<file path="src/rtl/asc_defs.svh">
// timing and geometry constants for the async sram cycle controller
`ifndef ASC_DEFS_SVH
`define ASC_DEFS_SVH
`define ASC_CLK_NS      50
`define ASC_ADDR_W      17
`define ASC_DATA_W      16
`define ASC_T_RC_NS     10
`define ASC_T_WC_NS     10
`define ASC_T_AA_NS     10
`define ASC_T_WP2_NS    10
`define ASC_T_OHZ_NS    5
`define ASC_T_OW_NS     3
`define ASC_CYC_UP(ns)  (((ns) + `ASC_CLK_NS - 1) / `ASC_CLK_NS)
`define ASC_RC_CYC      `ASC_CYC_UP(`ASC_T_RC_NS)
`define ASC_WC_CYC      `ASC_CYC_UP(`ASC_T_WC_NS)
`define ASC_AA_CYC      `ASC_CYC_UP(`ASC_T_AA_NS)
`define ASC_WP_CYC      `ASC_CYC_UP(`ASC_T_WP2_NS)
`define ASC_TURN_CYC    `ASC_CYC_UP(`ASC_T_OHZ_NS)
`define ASC_CNT_W       4
`endif

</file>
<file path="src/rtl/asc_pkg.sv">
// types for the async sram cycle controller
package asc_pkg;
  typedef enum logic [2:0] {
    ASC_IDLE  = 3'b000,
    ASC_RSET  = 3'b001,
    ASC_RACC  = 3'b010,
    ASC_WSET  = 3'b011,
    ASC_WPUL  = 3'b100,
    ASC_WEND  = 3'b101,
    ASC_TURN  = 3'b110
  } asc_state_t;
endpackage : asc_pkg

</file>
<file path="src/rtl/asc_tmr_if.sv">
// interface between the sequencer and its phase timer
`timescale 1ns/100ps
`include "asc_defs.svh"
interface asc_tmr_if;
  logic                   load;
  logic [`ASC_CNT_W-1:0]  count;
  logic                   done;
  modport ctl (output load, output count, input done);
  modport tmr (input load, input count, output done);
endinterface : asc_tmr_if

</file>
<file path="src/rtl/asc_ctrl.sv">
// host controller driving an asynchronous 128k x 16 static memory
//
// Summary of operation
// - read holds write strobe high, chip select and gate low.
// - each read cycle lasts at least 10 ns between address changes.
// - address valid no later than chip select falling.
// - each write cycle lasts at least 10 ns.
// - write strobe low at least 7 ns with gate high.
// - write strobe low at least 10 ns with gate low.
// - chip select low at least 7 ns before write end.
// - byte select low at least 7 ns before write end.
// - address stable 7 ns before write end, may change at end.
// - data valid 5 ns before write end, zero hold.
`timescale 1ns/100ps
`include "asc_defs.svh"
module asc_ctrl (
  input  wire logic                   ref_clk,       // 20 MHz clock
  input  wire logic                   arst_n,        // async reset
  input  wire logic                   req_valid,     // request strobe
  input  wire logic                   req_write,     // 1 write, 0 read
  input  wire logic [`ASC_ADDR_W-1:0] req_addr,      // word address
  input  wire logic [1:0]             req_be,        // byte enables
  input  wire logic [`ASC_DATA_W-1:0] req_wdata,     // write data
  output logic                        req_ready,     // idle, can take
  output logic                        rsp_valid,     // read data pulse
  output logic [`ASC_DATA_W-1:0]      rsp_rdata,     // read data
  output logic [`ASC_ADDR_W-1:0]      mem_addr,      // address pins
  output logic                        chip_sel_n,    // chip select
  output logic                        write_n,       // write strobe
  output logic                        out_gate_n,    // output gate
  output logic                        low_byte_sel_n,  // bits 7:0
  output logic                        high_byte_sel_n, // bits 15:8
  output logic [`ASC_DATA_W-1:0]      dq_out,        // data to pins
  output logic                        dq_oe,         // drive data pins
  input  wire logic [`ASC_DATA_W-1:0] dq_in          // data from pins
);
  asc_pkg::asc_state_t  state_q;
  asc_pkg::asc_state_t  state_d;
  logic                 take;
  logic [1:0]           be_q;
  logic [1:0]           be_use;
  logic [`ASC_DATA_W-1:0] rd_sync;
  logic [1:0]           smp_q;

  asc_tmr_if tmr ();

  asc_timer u_timer (
    .ref_clk (ref_clk),
    .arst_n  (arst_n),
    .t       (tmr.tmr)
  );

  asc_rd_sync u_sync (
    .ref_clk (ref_clk),
    .arst_n  (arst_n),
    .din     (dq_in),
    .dout    (rd_sync)
  );

  function automatic logic [`ASC_CNT_W-1:0] cyc(input int n);
    cyc = (n < 1) ? `ASC_CNT_W'(1) : `ASC_CNT_W'(n);
  endfunction : cyc

  // phases in which the memory is selected and a lane may be enabled
  function automatic logic sel_phase(input asc_pkg::asc_state_t s);
    sel_phase = (s == asc_pkg::ASC_RACC ||
                 s == asc_pkg::ASC_WSET ||
                 s == asc_pkg::ASC_WPUL);
  endfunction : sel_phase

  // phases in which the controller owns the data pins
  function automatic logic drive_phase(input asc_pkg::asc_state_t s);
    drive_phase = (s == asc_pkg::ASC_WSET ||
                   s == asc_pkg::ASC_WPUL);
  endfunction : drive_phase

  // a request is taken only in idle while ready is shown
  assign take   = (state_q == asc_pkg::ASC_IDLE) && req_valid && req_ready;
  // lanes follow the new request on the edge that takes it
  assign be_use = take ? req_be : be_q;

  // next state and phase timer loads
  always_comb
  begin
    state_d   = state_q;
    tmr.load  = 1'b0;
    tmr.count = '0;
    case (state_q)
      asc_pkg::ASC_IDLE:
        if (take)
          state_d = req_write ? asc_pkg::ASC_WSET : asc_pkg::ASC_RSET;
      asc_pkg::ASC_RSET:
      begin
        state_d   = asc_pkg::ASC_RACC;
        tmr.load  = 1'b1;
        tmr.count = cyc(`ASC_AA_CYC + `ASC_RC_CYC);
      end
      asc_pkg::ASC_RACC:
        if (tmr.done && smp_q == 2'b11)
          state_d = asc_pkg::ASC_TURN;
      asc_pkg::ASC_WSET:
      begin
        state_d   = asc_pkg::ASC_WPUL;
        tmr.load  = 1'b1;
        tmr.count = cyc(`ASC_WP_CYC);
      end
      asc_pkg::ASC_WPUL:
        if (tmr.done)
          state_d = asc_pkg::ASC_WEND;
      asc_pkg::ASC_WEND:
      begin
        state_d   = asc_pkg::ASC_TURN;
        tmr.load  = 1'b1;
        tmr.count = cyc(`ASC_CYC_UP(`ASC_T_OW_NS));
      end
      asc_pkg::ASC_TURN:
        if (tmr.done)
          state_d = asc_pkg::ASC_IDLE;
      default:
        state_d = asc_pkg::ASC_IDLE;
    endcase
  end

  always_ff @(posedge ref_clk or negedge arst_n)
  begin
    if (!arst_n)
      state_q <= asc_pkg::ASC_IDLE;
    else
      state_q <= state_d;
  end

  // sync latency: wait three edges beyond the access time
  always_ff @(posedge ref_clk or negedge arst_n)
  begin
    if (!arst_n)
      smp_q <= 2'b00;
    else if (state_q != asc_pkg::ASC_RACC || !tmr.done)
      smp_q <= 2'b00;
    else if (smp_q != 2'b11)
      smp_q <= smp_q + 2'b01;
  end

  // byte enables held for the lane selects of the whole cycle
  always_ff @(posedge ref_clk or negedge arst_n)
  begin
    if (!arst_n)
      be_q <= 2'b00;
    else if (take)
      be_q <= req_be;
  end

  // address stable from take to the end of the cycle
  always_ff @(posedge ref_clk or negedge arst_n)
  begin
    if (!arst_n)
      mem_addr <= '0;
    else if (take)
      mem_addr <= req_addr;
  end

  // write data stands from setup through the write end
  always_ff @(posedge ref_clk or negedge arst_n)
  begin
    if (!arst_n)
      dq_out <= '0;
    else if (take)
      dq_out <= req_wdata;
  end

  // chip select covers write setup, strobe and read access; rises with the strobe
  always_ff @(posedge ref_clk or negedge arst_n)
  begin
    if (!arst_n)
      chip_sel_n <= 1'b1;
    else
      chip_sel_n <= !sel_phase(state_d);
  end

  // strobe low only in the pulse phase, so it stays high through reads
  always_ff @(posedge ref_clk or negedge arst_n)
  begin
    if (!arst_n)
      write_n <= 1'b1;
    else
      write_n <= !(state_d == asc_pkg::ASC_WPUL);
  end

  // gate low only while reading, high for the whole write
  always_ff @(posedge ref_clk or negedge arst_n)
  begin
    if (!arst_n)
      out_gate_n <= 1'b1;
    else
      out_gate_n <= !(state_d == asc_pkg::ASC_RACC);
  end

  // a lane is enabled only for the bytes the request names
  always_ff @(posedge ref_clk or negedge arst_n)
  begin
    if (!arst_n)
    begin
      low_byte_sel_n  <= 1'b1;
      high_byte_sel_n <= 1'b1;
    end
    else
    begin
      low_byte_sel_n  <= !(sel_phase(state_d) && be_use[0]);
      high_byte_sel_n <= !(sel_phase(state_d) && be_use[1]);
    end
  end

  // drive only after the memory floated, release at write end
  always_ff @(posedge ref_clk or negedge arst_n)
  begin
    if (!arst_n)
      dq_oe <= 1'b0;
    else
      dq_oe <= drive_phase(state_d);
  end

  // read return
  always_ff @(posedge ref_clk or negedge arst_n)
  begin
    if (!arst_n)
    begin
      rsp_valid <= 1'b0;
      rsp_rdata <= '0;
    end
    else
    begin
      rsp_valid <= 1'b0;
      if (state_q == asc_pkg::ASC_RACC &&
          state_d == asc_pkg::ASC_TURN)
      begin
        rsp_valid <= 1'b1;
        rsp_rdata <= rd_sync;
      end
    end
  end

  always_ff @(posedge ref_clk or negedge arst_n)
  begin
    if (!arst_n)
      req_ready <= 1'b0;
    else
      req_ready <= (state_d == asc_pkg::ASC_IDLE) && !take;
  end
endmodule : asc_ctrl

</file>
<file path="src/rtl/asc_timer.sv">
// down counter that times the access, strobe and turnaround phases of a memory cycle
`timescale 1ns/100ps
`include "asc_defs.svh"
module asc_timer (
  input  wire logic ref_clk,  // system clock
  input  wire logic arst_n,   // async reset
  asc_tmr_if.tmr    t         // load and done
);
  logic [`ASC_CNT_W-1:0] cnt_q;

  always_ff @(posedge ref_clk or negedge arst_n)
  begin
    if (!arst_n)
      cnt_q <= '0;
    else if (t.load)
      cnt_q <= t.count;
    else if (cnt_q != '0)
      cnt_q <= cnt_q - 4'h1;
  end

  assign t.done = (cnt_q == '0) && !t.load;
endmodule : asc_timer

</file>
<file path="src/rtl/asc_rd_sync.sv">
// two flip-flop synchroniser for the data pins read back
`timescale 1ns/100ps
`include "asc_defs.svh"
module asc_rd_sync (
  input  wire logic                   ref_clk,  // system clock
  input  wire logic                   arst_n,   // async reset
  input  wire logic [`ASC_DATA_W-1:0] din,      // raw pins
  output logic      [`ASC_DATA_W-1:0] dout      // synchronised
);
  logic [`ASC_DATA_W-1:0] s1_q;
  logic [`ASC_DATA_W-1:0] s2_q;

  always_ff @(posedge ref_clk or negedge arst_n)
  begin
    if (!arst_n)
    begin
      s1_q <= '0;
      s2_q <= '0;
    end
    else
    begin
      s1_q <= din;
      s2_q <= s1_q;
    end
  end

  assign dout = s2_q;
endmodule : asc_rd_sync

</file>
<file path="config.mk">
export PLATFORM = sky130hd
export DESIGN_NAME = asc_ctrl
export DESIGN_NICKNAME = d
export VERILOG_FILES = /design/src/rtl/asc_pkg.sv /design/src/rtl/asc_tmr_if.sv /design/src/rtl/asc_ctrl.sv /design/src/rtl/asc_timer.sv /design/src/rtl/asc_rd_sync.sv
export VERILOG_INCLUDE_DIRS = /design/src /design/src/rtl
export SDC_FILE = /design/constraint.sdc
export NUM_CORES = 1
export LEC_CHECK = 0
export ABC_AREA = 1
export BUFFER_PORTS_ARGS = -buffer_cell sky130_fd_sc_hd__buf_2
export CAP_MARGIN = 40
export CORE_AREA = 3 3 90 114
export DETAILED_ROUTE_END_ITERATION = 16
export DIE_AREA = 0 0 93 117
export GPL_TIMING_DRIVEN = 0
export PLACE_DENSITY = 0.6
export SYNTH_ARGS = -nofsm -noshare
export SYNTH_HDL_FRONTEND = slang
export SYNTH_HIERARCHICAL = 1
export SYNTH_SLANG_ARGS = --single-unit
</file>
<file path="constraint.sdc">
create_clock -name ref_clk -period 2.4 [get_ports ref_clk]
set_clock_uncertainty 0.2 [all_clocks]
set_input_delay 0.12 -clock ref_clk [delete_from_list [all_inputs] [get_ports ref_clk]]
set_output_delay 0.12 -clock ref_clk [all_outputs]
set_load 0.02 [all_outputs]
</file>
# Yosys cells after proc, flatten, opt, wreduce, memory -nomap -nowiden
# Cells that the tools add are included.
totals:
  elab_cells: 74
  output_inout_bits: 57
  regBits: 100
  input_bits: 55
classes:
  mux: 14
  n_addsub: 2
  reduce_logical: 28
  eq_ne: 13
ops:
  columns: ["op", "count"]
  rows:
  - ["$pmux W3 S7", 1]
  - ["$eq A3 B3 Y1 const B", 5]
  - ["$eq A3 B2 Y1 const B", 4]
  - ["$mux W3", 4]
  - ["$logic_and A1 B1 Y1", 8]
  - ["$logic_not A1 Y1", 8]
  - ["$mux W2", 4]
  - ["$mux W4", 2]
  - ["$logic_not A3 Y1", 2]
  - ["$logic_not A4 Y1", 1]
  - ["$logic_or A1 B1 Y1", 4]
  - ["$pmux W2 S2", 1]
  - ["$reduce_bool A2 Y1", 2]
  - ["$reduce_bool A4 Y1", 1]
  - ["$sub A4 B1 Y4 const B", 1]
  - ["$eq A3 B1 Y1 const B", 1]
  - ["$ne A3 B2 Y1 const B", 1]
  - ["$reduce_or A3 Y1", 1]
  - ["$add A2 B1 Y2 const B", 1]
  - ["$eq A2 B2 Y1 const B", 1]
  - ["$mux W1", 2]
  - ["$ne A2 B2 Y1 const B", 1]
  - ["$reduce_or A2 Y1", 1]

# Depth between registers and ports, before layout
# Gate-level depths: netlist of run 1.
depth:
  word_depth: 13
  ltp_mapped: 15
  depth_no_buf: 15

# Hierarchy
# The synthesis of run 1 kept the hierarchy.
by_module_without_submodules:
  columns: ["mod", "n_inst", "cells_each", "seq_area_each_um2", "area_each_um2"]
  rows:
  - ["asc_ctrl", 1, 213, 1607.8, 2608.8]
  - ["asc_rd_sync", 1, 32, 800.8, 800.8]
  - ["asc_timer", 1, 36, 100.1, 275.3]

# Worst setup path before layout of run 1
# Ideal clock, no wire load.
synth_timing:
  path_type: "register to register"
  from: "register state_q[0]"
  to: "register high_byte_sel_n"
  path_stages_with_launch: 13
  slack_ps: 334
  path_buffers: 0
  synth_period_minus_slack_ps: 2066
  setup_ps: 79
  required_ps: 2121
  arrival_ps: 1787
  cell_sequence: "dfrtp_1 > inv_1 > a21oi_1 > nor2_2 > nand2_4 > inv_1 > nand2_1 > nand3b_4 > nand3_4 > inv_2 > nand2_1 > nand2_2 > nand2_1"
synth_via:
  elab_chain_len: 13
  word_cells_on_any_way: 27
  cone_classes: "eq/ne: 9; mux: 7; reduce/logical: 11"
synth_lines:
  columns: ["item", "line", "text"]
  rows:
  - ["start: declaration", "asc_ctrl.sv:37", "asc_pkg::asc_state_t state_q;"]
  - ["start signal: assignment", "asc_ctrl.sv:127", "state_q <= asc_pkg::ASC_IDLE;"]
  - ["start signal: assignment", "asc_ctrl.sv:129", "state_q <= state_d;"]
  - ["$eq A3 B3 Y1 (tied with other cells)", "asc_ctrl.sv:88", "case (state_q)"]
  - ["$reduce_or A3 Y1 (no source line) *", null, null]
  - ["$mux W1 *", "asc_ctrl.sv:88", null]
  - ["named net tmr.load", "asc_tmr_if.sv:5", "logic load;"]
  - ["$logic_not A1 Y1 *", "asc_timer.sv:21", "assign t.done = (cnt_q == '0) && !t.load;"]
  - ["$logic_and A1 B1 Y1 *", "asc_timer.sv:21", null]
  - ["named net tmr.done", "asc_tmr_if.sv:7", "logic done;"]
  - ["$logic_and A1 B1 Y1", "asc_ctrl.sv:99", "if (tmr.done && smp_q == 2'b11)"]
  - ["$mux W3", "asc_ctrl.sv:99", null]
  - ["$pmux W3 S7 *", "asc_ctrl.sv:88", null]
  - ["named net state_d[2]", "asc_ctrl.sv:38", "asc_pkg::asc_state_t state_d;"]
  - ["$eq A3 B2 Y1, on equally long branches", "asc_ctrl.sv:66, asc_ctrl.sv:67", null]
  - ["$logic_or A1 B1 Y1", "asc_ctrl.sv:66", "sel_phase = (s == asc_pkg::ASC_RACC ||"]
  - ["$logic_or A1 B1 Y1 *", "asc_ctrl.sv:67", "s == asc_pkg::ASC_WSET ||"]
  - ["$logic_and A1 B1 Y1 *", "asc_ctrl.sv:208", "high_byte_sel_n <= !(sel_phase(state_d) && be_use[1]);"]
  - ["$logic_not A1 Y1 *", "asc_ctrl.sv:208", null]
  - ["end signal: assignment", "asc_ctrl.sv:208", null]
  - ["end: declaration", "asc_ctrl.sv:32", "output logic high_byte_sel_n,"]
# The timed path passes the listed nets; every way through them passes the cells marked *.
# A chain may end at the register's enable or synchronous reset.

# Worst setup path after layout of run 1
layout_timing:
  from: "register state_q[0]"
  to: "register rsp_rdata[7]"
layout_via:
  elab_chain_len: 10
  word_cells_on_any_way: 21
  cone_classes: "eq/ne: 7; mux: 6; reduce/logical: 8"
layout_lines:
  columns: ["item", "line", "text"]
  rows:
  - ["$eq A3 B3 Y1 (tied with other cells)", "asc_ctrl.sv:88", null]
  - ["$reduce_or A3 Y1 (no source line) *", null, null]
  - ["$mux W1 *", "asc_ctrl.sv:88", null]
  - ["named net tmr.load", "asc_tmr_if.sv:5", null]
  - ["$logic_not A1 Y1 *", "asc_timer.sv:21", null]
  - ["$logic_and A1 B1 Y1 *", "asc_timer.sv:21", null]
  - ["named net tmr.done", "asc_tmr_if.sv:7", null]
  - ["$logic_and A1 B1 Y1", "asc_ctrl.sv:99", null]
  - ["$mux W3", "asc_ctrl.sv:99", null]
  - ["$pmux W3 S7 *", "asc_ctrl.sv:88", null]
  - ["$eq A3 B3 Y1 *", "asc_ctrl.sv:233", "state_d == asc_pkg::ASC_TURN)"]
  - ["$logic_and A1 B1 Y1 *", "asc_ctrl.sv:232", "if (state_q == asc_pkg::ASC_RACC &&"]
  - ["end signal: assignment", "asc_ctrl.sv:236", "rsp_rdata <= rd_sync;"]
  - ["end: declaration", "asc_ctrl.sv:26", "output logic [`ASC_DATA_W-1:0] rsp_rdata,"]
# Marked as above.

==> results of run 1 <==
[where the power goes]
part	internal, mW	switching (mW)	leakage [nW]
Sequential	2.14	0.242	1.22
Clock	0.846	0.668	0.160
Combinational	0.918	1.15	1.42
[final cells by class]
class | count | area, µm² | area share, %
repair buffers | 165 | 1120 | 21.1
flip-flops and latches | 100 | 2510 | 47.4
inverters | 21 | 78.8 | 1.49
plain buffers | 6 | 55.1 | 1.04
clock buffers | 9 | 225 | 4.25
well taps | 123 | 154 | 2.91
multi-input cells | 155 | 1060 | 20.0
clock inverters | 7 | 103 | 1.94
[cells by family (layout without fill, tap and decap cells)]
group	count (synthesis)	count (layout)	share of synthesized area (%)
muxes	34	34	12.0
buffers and inverters	27	208	3.63
and+or+nand+nor	105	105	13.3
AOI/OAI and AO/OA	9	9	1.43
xor gates and xnor gates	2	2	0.475
DFF	100	100	68.1
adders and majority gates	3	3	1.02
other	1	2	0.102
[through the flow]
step,instance area (µm²),TNS [ns],power [mW]
4_1_cts,5290,0,6.04
5_1_grt,5300,0,6.35
6_report,5300,0,5.96
3_5_place_dp,4430,-0.583,4.41
3_3_place_gp,4400,-0.0181,4.37
2_1_floorplan,3690,0,3.80
[registers in the layout, summed over array words and instances, names as in the netlist]
name / count
mem_addr: 17
dq_out: 16
rsp_rdata: 16
u_sync/dout: 16
u_sync/s1_q: 16
u_timer/cnt_q: 4
state_q: 3
be_q: 2
smp_q: 2
chip_sel_n: 1
dq_oe: 1
high_byte_sel_n: 1
low_byte_sel_n: 1
out_gate_n: 1
req_ready: 1
rsp_valid: 1
write_n: 1
[repair_timing]
action,in CTS,in global routing
hold endpoints to repair,101,0
endpoints found under the setup margin,14,14
resized for setup,1,1
hold buffers,53,0
[cell usage in the layout, fill, tap and decap left out, types with 2 or more instances in the layout]
cell type / n
mux2_2: 17
dfrtp_1: 95
inv_8: 2
dlygate4sd3_1: 53
nor2_1: 13
mux2_4: 16
nand4_1: 2
conb_1: 2
o21ai_1: 4
dfstp_2: 5
o21ai_0: 2
nand2_2: 2
buf_6: 4
clkinv_8: 2
buf_2: 112
xor2_1: 2
nand2_1: 71
nand3_4: 2
clkbuf_16: 9
nor2_2: 4
ha_1: 3
nand3_1: 5
inv_2: 5
inv_1: 16
[metal layers]
layer  vias to the layer above  share of wire [%]  global-route usage (%)
met5                         -                  0                       0
met4                         0                2.6                    7.62
met3                        16                3.9                    2.56
met2                        71                 51                    24.0
met1                      1189                 43                    18.5
li1                       1249                  -                       -
[path summary, 6_finish.rpt]
check                                    start              end  slack [ns]  cells past startpoint
worst max-delay path                state_q[0]     rsp_rdata[7]        0.22                     11
worst min-delay path                 req_valid            dq_oe       0.005                      5
worst max register to register      state_q[0]     rsp_rdata[7]        0.22                     11
worst min register to register  u_sync/s1_q[8]   u_sync/dout[8]        0.15                      0
max in group asynchronous               arst_n       state_q[2]        1.20                      3
min in group asynchronous               arst_n  u_sync/dout[12]        0.14                      2
[worst min-delay path: cells and delay by family]
family | cells | cell delay (ns)
buffers and inverters | 2 | 0.15
AND/OR/NAND/NOR | 3 | 0.24
==> flow_summary.yaml, run 1 <==
grt:
  overflow: 0
  antenna_found_initial: 0
  grt_usage_pct: 14.5
  grt_pass1_wl_um: 12300
  grt_pass1_vias: 2563
  grt_max_degree: 52
sta:
  grt_setup_unrepaired: "false"
  hold-worst-slack_ns: 0.00455
  fmax_mhz: 459
  hold_viol: 0
  period_share_pct: 90.7
  timing.slew.headroom_pct: 57.5
  fin_crit_ns: 2.18
  final_max_slew_viol_count: 0
  setup_ws_ns: 0.222
  worst_slew_pin_slew_ns: 0.637
  setup_violations: 0
placed_design:
  gp_congestion: 0.749
  post-place-cells: 517
  io_buffers: 111
  dp_hpwl_um: 4970
  place_ws_ns: -0.0565
synth:
  ys_seq_area_share_pct: 68.1
  ys_ff_latch: 100
  synth-warning-count: 6
  ys_top_cells_by_count: "dfrtp_1, nand2_1, mux2_2, inv_1, mux2_4"
  synth_top_cell_area_share_pct: 64.5
  synthTopCellsByArea: "dfrtp_1, nand2_1, mux2_4"
  synth-edff-count: 0
  synth_area_per_cell_um2: 13.1
  synth_cell_types: 30
  netlist_instances: 281
  synth.most_common_cell: "dfrtp_1"
  async_flop_share_pct: 100
  synthFlopType: "dfrtp_1"
  yosys.area.top_type: "dfrtp_1"
  syn_area_um2: 3680
detailed_routing:
  postRouteAntennaNets: 0
  wl_um: 7530
  firstDrtPassIters: 4
  wl_per_cell_um: 12.8
  vias_per_cell: 4.31
  routed-via-count: 2525
  drc: 0
  first_iter_violations: 67
layout:
  drive_above_1_share_pct: 41.5
  fin_cells: 586
  final_core_util_pct: 57.7
  fill_cells: 791
  antenna_cells: 0
  fin_nets: 516
  syn2layout_area_growth_pct: 43.8
clock_tree:
  cts_tree: "yes"
  clock-sinks: 100
  numCtsBuffers: 9
  post_cts_buffers: 0
  worstSkewPairLatency_ns: 0.34
  clk_pin_slew_ns: 0.08
  cts-htree-levels: 3
  clock_path_buffers: 2
  cts-root-buf: "clkbuf_16"
run_status:
  status: "completed"
setup_path:
  cp-end-kind: "flip-flop"
  cp_num_buf_inv: 4
  slowest_stage: "dfrtp_1"
  critPathLaunchType: "flip-flop"
  required_ns: 2.48
  arrival_ns: 2.26
  cp_max_fo: 10
  path_class: "reg2reg"
  cpMostUsedCell: "nand2_1"
  path_cells: "inv_1 -> a21oi_4 -> nor2_2 -> nand2_4 -> inv_1 -> nand2_1 -> nand3b_4 -> inv_2 -> buf_6 -> nand2_1 -> nand2_1"
  cp_top_family: "simple AND/OR/NAND/NOR gates"
  slowest_delay_ns: 0.46
floorplanning:
  die_h_um: 117
  die_w_um: 93
  initial_core_util_pct: 40.2
  rows: 39
  die-area_um2: 10900
  io_pins: 112
  coreArea_um2: 9170
power:
  p_leak_nw: 2.80
  powerDensity_nw_per_um2: 1130
  vdd_ir_drop_max_mv: 0.623
worst_hold_path:
  hp-class: "in2reg"
run:
  drv_cap: 0
Power figures use the tool's default switching activity.
==> run 2, diff against run 1 <==
--- a/config.mk
+++ b/config.mk
@@ -9,11 +9,11 @@
 export ABC_AREA = 1
 export BUFFER_PORTS_ARGS = -buffer_cell sky130_fd_sc_hd__buf_2
 export CAP_MARGIN = 40
-export CORE_AREA = 3 3 90 114
+export CORE_AREA = 8 8 86 107
 export DETAILED_ROUTE_END_ITERATION = 16
-export DIE_AREA = 0 0 93 117
+export DIE_AREA = 0 0 94 115
 export GPL_TIMING_DRIVEN = 0
-export PLACE_DENSITY = 0.6
+export PLACE_DENSITY = 0.73
 export SYNTH_ARGS = -nofsm -noshare
 export SYNTH_HDL_FRONTEND = slang
 export SYNTH_HIERARCHICAL = 1
==> run 2 against run 1 <==
Global-route usage is 1.4 points higher; design area is 3.2% lower; final cell count is 4.6% lower; wire length is 7.7% higher; register-to-register slack worse by 0.02 ns; utilization is 10 points higher; count of clock-buffer cells in the layout is 2 higher; critical path type unchanged; critical endpoint is now rsp_rdata[6]; largest power group unchanged.
==> flow_summary.yaml, run 2 (synthesis results as in run 1) <==
sta:
  setup_violations: 0
  timing.slew.headroom_pct: 59.4
  hold_viol: 0
  worst_slew_pin_slew_ns: 0.610
  period_share_pct: 91.4
  grt_setup_unrepaired: "false"
  final_max_slew_viol_count: 0
  hold-worst-slack_ns: 0.108
  fmax_mhz: 456
  setup_ws_ns: 0.206
  fin_crit_ns: 2.19
layout:
  top_register: "mem_addr"
  syn2layout_area_growth_pct: 39.2
  final_common_cell: "buf_2"
  largest_reg_flops: 17
  antenna_cells: 0
  fin_nets: 517
  fill_cells: 546
  final_cell_mix: "buf_2, dfrtp_1, nand2_1"
  drive_above_1_share_pct: 41.2
setup_path:
  cp-end-kind: "flip-flop"
  cp_max_fo: 10
  required_ns: 2.50
  r2r_cells: 11
  cpMostUsedCell: "nand2_1"
  rrSetupSlack_ns: 0.21
  path_cells: "inv_1 -> a21oi_4 -> nor2_2 -> nand2_4 -> inv_1 -> nand2_1 -> nand3b_4 -> inv_2 -> buf_6 -> nand2_1 -> nand2_1"
  reg2reg_from: "state_q[0]"
  critPathLaunchType: "flip-flop"
  r2r-end: "rsp_rdata[6]"
  slowest_delay_ns: 0.46
  path_class: "reg2reg"
  slowest_stage: "dfrtp_1"
  arrival_ns: 2.30
detailed_routing:
  wl_per_cell_um: 14.5
  postRouteAntennaNets: 0
  drc: 0
  vias_per_cell: 4.52
  routed-via-count: 2527
  first_iter_violations: 70
  firstDrtPassIters: 4
  wl_um: 8100
worst_hold_path:
  hp-class: "in2async"
power:
  p_leak_nw: 2.73
  powerDensity_nw_per_um2: 1070
  vdd_ir_drop_max_mv: 0.709
grt:
  antenna_found_initial: 0
  grt_pass1_vias: 2791
  overflow: 0
  grt_max_degree: 54
  grt_usage_pct: 15.9
  grt_pass1_wl_um: 13400
floorplanning:
  initial_core_util_pct: 48.7
  coreArea_um2: 7570
  die_w_um: 94
  rows: 36
  die_h_um: 115
  die-area_um2: 10800
  io_pins: 112
clock_tree:
  cts_tree: "yes"
  clk_pin_slew_ns: 0.10
  cts-root-buf: "clkbuf_8"
  clock_path_buffers: 2
  cts-htree-levels: 3
  post_cts_buffers: 0
  numCtsBuffers: 9
  worstSkewPairLatency_ns: 0.35
  clock-sinks: 100
placed_design:
  place_ws_ns: -0.0381
  gp_congestion: 0.806
  io_buffers: 111
  dp_hpwl_um: 5460
run_status:
  status: "completed"
run:
  drv_cap: 0
[run 2: cell types whose count changed in the layout (fill, tap and decap cells not counted)]
cell	change
inv_8	-2
bufinv_16	-1
clkbuf_1	+1
clkinv_4	-1
inv_6	+2
clkinvlp_4	+2
dlygate4sd3_1	+1
clkbuf_8	+10
clkinv_8	-2
clkbuf_16	-9
[run 2: cell type report]
class	count	area [µm²]	area share (%)
buffer	6	55.1	1.07
clock buffer	11	141	2.76
clock inverter	5	41.3	0.805
inverter	21	78.8	1.54
multi-input combinational	155	1060	20.6
sequential	100	2510	48.9
tap	95	119	2.32
timing repair buffer	166	1130	22.0
[run 2: report_power, final]
group	total [mW]	internal [mW]	leakage [nW]	switching, mW
combinational	2.10	0.922	1.42	1.18
clock	0.988	0.417	0.0870	0.571
sequential	2.39	2.14	1.22	0.250
total	5.48	3.48	2.73	2.00
[run 2: metrics by stage]
stage	utilization [%]	setup TNS [ns]	instance area (µm²)	power [mW]	cells
2_1_floorplan	-	0	3690	3.80	282
3_3_place_gp	57.7	0	4360	4.36	488
3_5_place_dp	58.1	-0.227	4390	4.45	489
4_1_cts	67.7	0	5120	5.53	559
5_1_grt	67.8	0	5130	5.84	559
6_report	67.8	0	5130	5.48	559
[run 2: repair_timing]
action                                  CTS  global route
hold buffers                             54             0
endpoints found under the setup margin   14             5
gates resized for setup                   1             1
hold endpoints to repair                101             0
[run 2: routing by layer]
metal | vias to the layer above | global-route usage, % | wire length, µm
met3 | 17 | 5.29 | 555
met4 | 0 | 7.21 | 204
met2 | 79 | 26.5 | 4140
li1 | 1240 | - | -
met1 | 1191 | 18.1 | 3200
met5 | - | 0 | 0
[run 2: critical path: cells and delay by family (launching register included)]
kind                   cells  cell delay, ns
AO/OA/AOI/OAI              1            0.08
buffers and inverters      4            0.65
flip-flops                 1            0.46
AND/OR/NAND/NOR            6            0.74
[run 2: how the worst max path moves through the flow]
stage	startpoint	endpoint	slack, ns	cells past startpoint
2_1_floorplan	state_q[0]	high_byte_sel_n	0.33	12
3_3_place_gp	state_q[0]	rsp_rdata[6]	0.03	11
3_5_place_dp	state_q[0]	req_ready	-0.04	9
4_1_cts	state_q[0]	req_ready	0.15	9
5_1_grt	state_q[0]	rsp_rdata[6]	0.04	11
6_report	state_q[0]	rsp_rdata[6]	0.21	11
